`src/verilog/azdt_defines.svh`:
```
// Register offsets, field positions, reset values and threshold codes for the angle trim block.
`ifndef AZDT_DEFINES_SVH
`define AZDT_DEFINES_SVH
// ======================================================================
// Register indices
`define AZDT_REG_ZERO_LO      5'h00
`define AZDT_REG_ZERO_HI      5'h01
`define AZDT_REG_TRIM_AMT     5'h02
`define AZDT_REG_TRIM_EN      5'h03
`define AZDT_REG_FIELD_THR    5'h06
`define AZDT_REG_DIRECTION    5'h09
`define AZDT_REG_FIELD_STAT   5'h1B
// ======================================================================
// Field positions
`define AZDT_BIT_TRIM_X       0
`define AZDT_BIT_TRIM_Y       1
`define AZDT_BIT_DIRECTION    7
`define AZDT_BIT_FIELD_HIGH   7
`define AZDT_BIT_FIELD_LOW    6
`define AZDT_THR_LOW_MSB      7
`define AZDT_THR_LOW_LSB      5
`define AZDT_THR_HIGH_MSB     4
`define AZDT_THR_HIGH_LSB     2
// ======================================================================
// Reset values
`define AZDT_RST_ZERO_LO      8'h00
`define AZDT_RST_ZERO_HI      8'h00
`define AZDT_RST_TRIM_AMT     8'h00
`define AZDT_RST_TRIM_EN      2'h0
`define AZDT_RST_DIRECTION    1'h0
`define AZDT_RST_LOW_THR      3'h0
`define AZDT_RST_HIGH_THR     3'h7
`define AZDT_RST_LOW_FLAG     1'h1
`define AZDT_RST_HIGH_FLAG    1'h0
// ======================================================================
// Field threshold ladder in mT, rising level; falling level is 6 mT lower.
`define AZDT_FIELD_HYST_MT    8'h06
`define AZDT_THR_BASE_MT      8'h1A
`define AZDT_THR_STEP_MT      8'h0E
`endif

```
`src/verilog/azdt_pkg.sv`:
```
// Types shared by the angle trim block.
`default_nettype none
package azdt_pkg;
   typedef logic [15:0] azdt_angle_t;
   typedef logic [7:0]  azdt_byte_t;
   typedef logic [2:0]  azdt_thr_code_t;
endpackage
`default_nettype wire

```
`src/verilog/azdt_core.sv`:
```
// Zero offset, direction, bias trim and field flag logic of the angle sensor.
// ======================================================================
// Summary of operation
// - The zero position is held as a 16-bit value, one part in 65536 of a turn.
// - The output angle is the raw angle minus the zero position.
// - The stored zero_offset resets to 0 and is the complement of the zero position.
// - The zero position is 65536 minus zero_offset, so 0 means no offset.
// - Register 0 holds the low byte of zero_offset and register 1 the high byte.
// - By default the angle increases for clockwise field rotation seen from the top.
// - direction_select 0 makes clockwise positive and 1 makes counterclockwise positive.
// - bias_trim_amount is an unsigned 8-bit value from 0 to 255 setting the bias reduction.
// - Two trim-enable bits choose which Hall axis receives the bias reduction.
// - trim_x_enable disables X-axis trimming at 0 and enables it at 1.
// - trim_y_enable disables Y-axis trimming at 0 and enables it at 1.
// - With both enables set the reduction is equal on both axes.
// - field_low_flag or field_high_flag rises when the field lies outside the threshold range.
// - Register 27 shows field_high_flag at bit 7 and field_low_flag at bit 6; high drives a pin.
// - Thresholds are 3-bit codes in register 6 and the flags use about 6 mT hysteresis.
// ======================================================================
`timescale 1ns/10ps
`default_nettype none
`include "azdt_defines.svh"

module azdt_core (
   input  wire logic        mclk,
   input  wire logic        rst,
   input  wire logic        reg_wr_en,
   input  wire logic [4:0]  reg_addr,
   input  wire logic [7:0]  reg_wdata,
   output var  logic [7:0]  reg_rdata,
   input  wire logic [15:0] raw_angle,
   input  wire logic [7:0]  field_mt,
   output var  logic [15:0] angle_out,
   output var  logic [7:0]  trim_x_amount,
   output var  logic [7:0]  trim_y_amount,
   output var  logic        field_low_flag,
   output var  logic        field_high_flag
);

   // ======================================================================
   // Configuration registers
   azdt_pkg::azdt_byte_t     zero_lo_r, zero_lo_nxt;
   azdt_pkg::azdt_byte_t     zero_hi_r, zero_hi_nxt;
   azdt_pkg::azdt_byte_t     trim_amt_r, trim_amt_nxt;
   logic                     trim_x_en_r, trim_x_en_nxt;
   logic                     trim_y_en_r, trim_y_en_nxt;
   logic                     dir_sel_r, dir_sel_nxt;
   azdt_pkg::azdt_thr_code_t low_thr_r, low_thr_nxt;
   azdt_pkg::azdt_thr_code_t high_thr_r, high_thr_nxt;

   always_comb begin
      zero_lo_nxt   = zero_lo_r;
      zero_hi_nxt   = zero_hi_r;
      trim_amt_nxt  = trim_amt_r;
      trim_x_en_nxt = trim_x_en_r;
      trim_y_en_nxt = trim_y_en_r;
      dir_sel_nxt   = dir_sel_r;
      low_thr_nxt   = low_thr_r;
      high_thr_nxt  = high_thr_r;
      if (reg_wr_en) begin
         unique case (reg_addr)
            `AZDT_REG_ZERO_LO: zero_lo_nxt = reg_wdata;
            `AZDT_REG_ZERO_HI: zero_hi_nxt = reg_wdata;
            `AZDT_REG_TRIM_AMT: trim_amt_nxt = reg_wdata;
            `AZDT_REG_TRIM_EN: begin
               trim_x_en_nxt = reg_wdata[`AZDT_BIT_TRIM_X];
               trim_y_en_nxt = reg_wdata[`AZDT_BIT_TRIM_Y];
            end
            `AZDT_REG_FIELD_THR: begin
               low_thr_nxt  = reg_wdata[`AZDT_THR_LOW_MSB:`AZDT_THR_LOW_LSB];
               high_thr_nxt = reg_wdata[`AZDT_THR_HIGH_MSB:`AZDT_THR_HIGH_LSB];
            end
            `AZDT_REG_DIRECTION: dir_sel_nxt = reg_wdata[`AZDT_BIT_DIRECTION];
            default: ;
         endcase
      end
   end

   always_ff @(posedge mclk) begin
      if (rst) begin
         zero_lo_r   <= `AZDT_RST_ZERO_LO;
         zero_hi_r   <= `AZDT_RST_ZERO_HI;
         trim_amt_r  <= `AZDT_RST_TRIM_AMT;
         {trim_y_en_r, trim_x_en_r} <= `AZDT_RST_TRIM_EN;
         dir_sel_r   <= `AZDT_RST_DIRECTION;
         low_thr_r   <= `AZDT_RST_LOW_THR;
         high_thr_r  <= `AZDT_RST_HIGH_THR;
      end else begin
         zero_lo_r   <= zero_lo_nxt;
         zero_hi_r   <= zero_hi_nxt;
         trim_amt_r  <= trim_amt_nxt;
         trim_x_en_r <= trim_x_en_nxt;
         trim_y_en_r <= trim_y_en_nxt;
         dir_sel_r   <= dir_sel_nxt;
         low_thr_r   <= low_thr_nxt;
         high_thr_r  <= high_thr_nxt;
      end
   end

   // ======================================================================
   // Input synchronisers
   // The front end sits outside this clock, so both buses pass two stages.
   // A multi-bit word may be caught mid-change; the front end holds it steady.
   azdt_pkg::azdt_angle_t raw_s1_r, raw_s2_r;
   azdt_pkg::azdt_byte_t  fld_s1_r, fld_s2_r;

   always_ff @(posedge mclk) begin
      if (rst) begin
         raw_s1_r <= 16'h0000;
         raw_s2_r <= 16'h0000;
         fld_s1_r <= 8'h00;
         fld_s2_r <= 8'h00;
      end else begin
         raw_s1_r <= raw_angle;
         raw_s2_r <= raw_s1_r;
         fld_s1_r <= field_mt;
         fld_s2_r <= fld_s1_r;
      end
   end

   // ======================================================================
   // Angle path
   // Adding Z equals subtracting 65536 - Z once wrapped to 16 bits.
   azdt_pkg::azdt_angle_t zero_off;
   azdt_pkg::azdt_angle_t dir_angle;
   azdt_pkg::azdt_angle_t angle_nxt;
   azdt_pkg::azdt_angle_t angle_r;

   always_comb begin
      zero_off  = {zero_hi_r, zero_lo_r};
      dir_angle = dir_sel_r ? 16'(16'h0000 - raw_s2_r) : raw_s2_r;
      angle_nxt = 16'(dir_angle + zero_off);
   end

   always_ff @(posedge mclk) begin
      if (rst) begin
         angle_r <= 16'h0000;
      end else begin
         angle_r <= angle_nxt;
      end
   end

   // ======================================================================
   // Bias trim per axis
   logic [7:0] trim_x_nxt, trim_y_nxt;
   logic [7:0] trim_x_r, trim_y_r;

   always_comb begin
      trim_x_nxt = trim_x_en_r ? trim_amt_r : 8'h00;
      trim_y_nxt = trim_y_en_r ? trim_amt_r : 8'h00;
   end

   always_ff @(posedge mclk) begin
      if (rst) begin
         trim_x_r <= 8'h00;
         trim_y_r <= 8'h00;
      end else begin
         trim_x_r <= trim_x_nxt;
         trim_y_r <= trim_y_nxt;
      end
   end

   // ======================================================================
   // Field flags with hysteresis
   function automatic logic [7:0] azdt_rise_mt(input logic [2:0] code);
      azdt_rise_mt = 8'(`AZDT_THR_BASE_MT + 8'(code) * `AZDT_THR_STEP_MT);
   endfunction

   logic low_flag_r, low_flag_nxt;
   logic high_flag_r, high_flag_nxt;
   logic [7:0] low_rise, high_rise;

   always_comb begin
      low_rise      = azdt_rise_mt(low_thr_r);
      high_rise     = azdt_rise_mt(high_thr_r);
      low_flag_nxt  = low_flag_r;
      high_flag_nxt = high_flag_r;
      // Low flag sets below the falling level and clears at or above the rising one.
      if (fld_s2_r < 8'(low_rise - `AZDT_FIELD_HYST_MT)) begin
         low_flag_nxt = 1'b1;
      end else if (fld_s2_r >= low_rise) begin
         low_flag_nxt = 1'b0;
      end
      if (fld_s2_r >= high_rise) begin
         high_flag_nxt = 1'b1;
      end else if (fld_s2_r < 8'(high_rise - `AZDT_FIELD_HYST_MT)) begin
         high_flag_nxt = 1'b0;
      end
   end

   always_ff @(posedge mclk) begin
      if (rst) begin
         low_flag_r  <= `AZDT_RST_LOW_FLAG;
         high_flag_r <= `AZDT_RST_HIGH_FLAG;
      end else begin
         low_flag_r  <= low_flag_nxt;
         high_flag_r <= high_flag_nxt;
      end
   end

   // ======================================================================
   // Read port
   logic [7:0] rdata_nxt, rdata_r;

   always_comb begin
      rdata_nxt = 8'h00;
      unique case (reg_addr)
         `AZDT_REG_ZERO_LO:   rdata_nxt = zero_lo_r;
         `AZDT_REG_ZERO_HI:   rdata_nxt = zero_hi_r;
         `AZDT_REG_TRIM_AMT:  rdata_nxt = trim_amt_r;
         `AZDT_REG_TRIM_EN:   rdata_nxt = {6'h00, trim_y_en_r, trim_x_en_r};
         `AZDT_REG_FIELD_THR: rdata_nxt = {low_thr_r, high_thr_r, 2'h0};
         `AZDT_REG_DIRECTION: rdata_nxt = {dir_sel_r, 7'h00};
         `AZDT_REG_FIELD_STAT: begin
            rdata_nxt[`AZDT_BIT_FIELD_HIGH] = high_flag_r;
            rdata_nxt[`AZDT_BIT_FIELD_LOW]  = low_flag_r;
         end
         default: rdata_nxt = 8'h00;
      endcase
   end

   always_ff @(posedge mclk) begin
      if (rst) begin
         rdata_r <= 8'h00;
      end else begin
         rdata_r <= rdata_nxt;
      end
   end

   assign reg_rdata       = rdata_r;
   assign angle_out       = angle_r;
   assign trim_x_amount   = trim_x_r;
   assign trim_y_amount   = trim_y_r;
   assign field_low_flag  = low_flag_r;
   assign field_high_flag = high_flag_r;

endmodule
`default_nettype wire

```
`config.mk`:
```
export PLATFORM = sky130hd
export DESIGN_NAME = azdt_core
export DESIGN_NICKNAME = d
export VERILOG_FILES = /design/src/verilog/azdt_pkg.sv /design/src/verilog/azdt_core.sv
export VERILOG_INCLUDE_DIRS = /design/src /design/src/verilog
export SDC_FILE = /design/constraint.sdc
export NUM_CORES = 1
export LEC_CHECK = 0
export ABC_AREA = 1
export BUFFER_PORTS_ARGS = -buffer_cell sky130_fd_sc_hd__buf_2
export CORE_MARGIN = 5
export CORE_UTILIZATION = 53
export CTS_CLUSTER_DIAMETER = 150
export DETAILED_ROUTE_END_ITERATION = 6
export PLACE_DENSITY = 0.77
export SLEW_MARGIN = 20
export SYNTH_ARGS = -nofsm -noshare
export SYNTH_HDL_FRONTEND = slang
export SYNTH_SLANG_ARGS = --single-unit
```
`constraint.sdc`:
```
create_clock -name mclk -period 3.13 [get_ports mclk]
set_input_delay 0 -clock mclk [delete_from_list [all_inputs] [get_ports mclk]]
set_output_delay 0 -clock mclk [all_outputs]
set_load 0.02 [all_outputs]
```
==> run metrics <==
slowest cell delay on critical path 0.64 ns; Final min period 3.08 ns; vias 5622; Layout Skew 0.00670 ns; initial core utilization 0.535; largest net degree at the start of global routing 70; port bufs 81; violation count after the first detailed-route iteration 360; FMAX 325 MHz; fraction of registers with async set/reset 0; Die Wd 119 um; clock buffer count from CTS 17; Setup crit start high_thr_r[1]; Worst EP required 3.40 ns; TritonCTS clock tree yes; die area 14300 sq um; Hold Path Stages 4; cell-internal power 2920 uW; initial antenna violation count 0; worst-skew pair later-pin latency 0.41 ns; Clock Path Buffers 2; status complete, no violations; Layout area overhead 25.3%; critical path depth in cells 16; leading post-synthesis cells by cell area dfxtp_1 39%, ha_1 12%, nand2_1 9.0%; Syn Inst Count 847; Cell Count Post-Placement 1068; first-pass GRT wire length 24600 um; Setup CP Type reg -> reg; fill cell count 943; syn_nets 953; critical path launch point type register; Hold Path Origin reg_addr[0]; Worst setup EP type register; vias in the first global route 5249; cell family with most CP delay adder cells; routed vias/inst 4.94; Final #Nets 1083; sequential area share after synthesis 0.388; share of layout cells above drive strength 1 0.170; critical path arrival 3.34 ns; reg2reg end field_high_flag; Chip Height 119 um; Comb pwr share 0.107; area leader, netlist dfxtp_1; root buffer cell clkbuf_16; DR pass1 iterations 5; cell area after synthesis 6350 sq um; HPWL after DPL 10300 um; Antenna Nets Post-Route 0; slew of the pin with the lowest slew margin 0.683 ns; clock power share 0.479; worst slack at placement -0.0494 ns; synthesized flop and latch total 123; Final Max Tran Viols 0; Synth top area share 0.388; switching power total 1030 uW; io pins 82; DRC viols 0; Tot GR Track Use 0.213; CTS clock-pin slew for the worst setup and hold paths 0.06 ns; DR WL/cell 12.9 um; setup tns final 0 ns; multi-input logic area 3400 sq um; grt ovf 0; fin worst setup slack 0.0513 ns; FF-to-FF path depth 16; Synth cell types 41; CP max-delay cell fa_2; Core Region 11900 sq um; Worst slew margin 0.545; Seq. cell area 2460 sq um; # setup viols final 0; CTS Sinks 123; r2r setup slk 0.05 ns; ratio of total power to cell area 496 nW/um^2; routability cong. 0.875; WL final 14700 um; WP buf/inv 1; RSZ-0062 raised after global routing true; Sw Share 0.261; number of diodes 0; end of the critical path field_high_flag; Final Cycle Share 0.984; worst min-delay path category in -> reg; smallest hold slack 0.0801 ns; Finished Layout Cells 1137; Worst VDD drop 0.321 mV; Synth Warn # 0; EDFF count, synth 0; max-cap violation count 0; Rows 40; reg2reg start high_thr_r[1]; CP Cell Sequence fa_1 -> ha_2 -> fa_2 -> o21ai_2 -> nand2_1 -> inv_1 -> nor2_2 -> nand2_1 -> nand2_1 -> nand2_2 -> ha_4 -> a21oi_2 -> o21ai_1 -> a21o_1 -> nand2_1 -> a21oi_1; H-tree levels 4; register share of total power 0.414; CP max FO 4; Most used DFF post-synth dfxtp_1; most used cell, CP nand2_1; Lkg Pwr 0.00394 uW; Hold Fails Final Rpt 0; Post-Syn Area per Cell 7.50 sq um
[worst min path at each step]
stage / to / slack [ns]
final: reg_rdata[1] / 0.08
after global routing: reg_rdata[4] / 0.09
after CTS: dir_sel_r / 0.05
after detailed placement: raw_s1_r[10] / 0.20
after global placement: fld_s1_r[7] / 0.20
after floorplan: fld_s1_r[0] / 0.11
[metrics by stage]
step | total power, uW | utilization | instance area, sq um
2_1_floorplan | 1910 | - | 6350
3_3_place_gp | 2010 | 0.584 | 6930
3_5_place_dp | 2020 | 0.584 | 6930
4_1_cts | 3940 | 0.662 | 7860
5_1_grt | 4110 | 0.671 | 7960
6_report | 3950 | 0.671 | 7960
[power groups by stage]
stage / logic (uW) / clock network [uW] / registers (uW)
finish: 421 / 1890 / 1630
global route: 475 / 2000 / 1640
CTS: 390 / 1920 / 1630
detailed placement: 353 / 0 / 1670
global placement: 347 / 0 / 1670
floorplan: 236 / 0 / 1680
[worst reg2reg max path, cell delays in order, from the launching register on]
cell,delay (ns)
dfxtp_2,0.32
fa_1,0.50
ha_2,0.21
fa_2,0.64
o21ai_2,0.08
nand2_1,0.11
inv_1,0.07
nor2_2,0.16
nand2_1,0.07
nand2_1,0.07
nand2_2,0.06
ha_4,0.22
a21oi_2,0.10
o21ai_1,0.07
a21o_1,0.15
nand2_1,0.05
a21oi_1,0.06
[cell families after synthesis]
family,synth area share
buffers and inverters,0.0896
AO/OA/AOI/OAI,0.119
XOR/XNOR,0.0329
AND/OR/NAND/NOR,0.233
adder cells (fa/ha/maj),0.138
flip-flops,0.388
[cells in the mapped netlist (2+ instances only)]
cell        n
a21o_1      2
a21oi_1    71
a31oi_1     2
a41oi_1     5
buf_2       4
buf_6       2
clkbuf_1    9
dfxtp_1   123
fa_1        7
ha_1       59
inv_1     125
inv_2       4
nand2_1   152
nand2_2     4
nand2_4     2
nand3_1    27
nand4_1     7
nor2_1    138
nor2_4      5
nor3_1      6
o21a_1      3
o21ai_0    47
o21ai_1     3
o21ai_2     2
o21bai_1    2
xnor2_1     6
xor2_1     16
[state kept, by name, summed over array words and instances, names as in the netlist, 3 cells and up]
register,count
angle_out,16
fld_s1_r,8
fld_s2_r,8
high_thr_r,3
low_thr_r,3
raw_s1_r,16
raw_s2_r,16
reg_rdata,8
trim_amt_r,8
trim_x_amount,8
trim_y_amount,8
zero_hi_r,8
zero_lo_r,8
[what timing repair did]
item / CTS / global route
setup buffers: 0 / 3
pin swaps: 1 / 12
resized for setup: 2 / 20
endpoints found under the setup margin: 1 / 2
hold buffers: 34 / 0
hold endpoints to repair: 56 / 0
[metal layers]
layer | track usage | wire length [um] | vias up
li1 | - | - | 2949
met1 | 0.290 | 6970 | 2474
met2 | 0.330 | 6470 | 177
met3 | 0.0508 | 990 | 22
met4 | 0.0766 | 272 | 0
met5 | 0 | 0 | -
[layout make-up]
type / instances / area share
multi-input combinational: 578 / 0.427
sequential: 123 / 0.310
timing repair buffer: 127 / 0.106
inverter: 130 / 0.0613
clock buffer: 18 / 0.0552
tap: 147 / 0.0231
clock inverter: 14 / 0.0173
[cell usage in the layout (no fill, tap or decap), types with 5 or more instances in the layout]
cell	Yosys	final
inv_1	125	123
nand2_1	152	150
nand3_1	27	26
nor3_1	6	6
a21oi_1	71	68
clkbuf_16	0	17
a41oi_1	5	5
inv_2	4	6
dfxtp_1	123	121
dlygate4sd3_1	0	34
nand4_1	7	7
nand2_2	4	6
xor2_1	16	14
nor2_1	138	136
nor2_4	5	5
o21ai_0	47	46
ha_1	59	56
xnor2_1	6	5
buf_2	4	81
buf_4	0	10
fa_1	7	5
(Power assumes the default switching activity.)
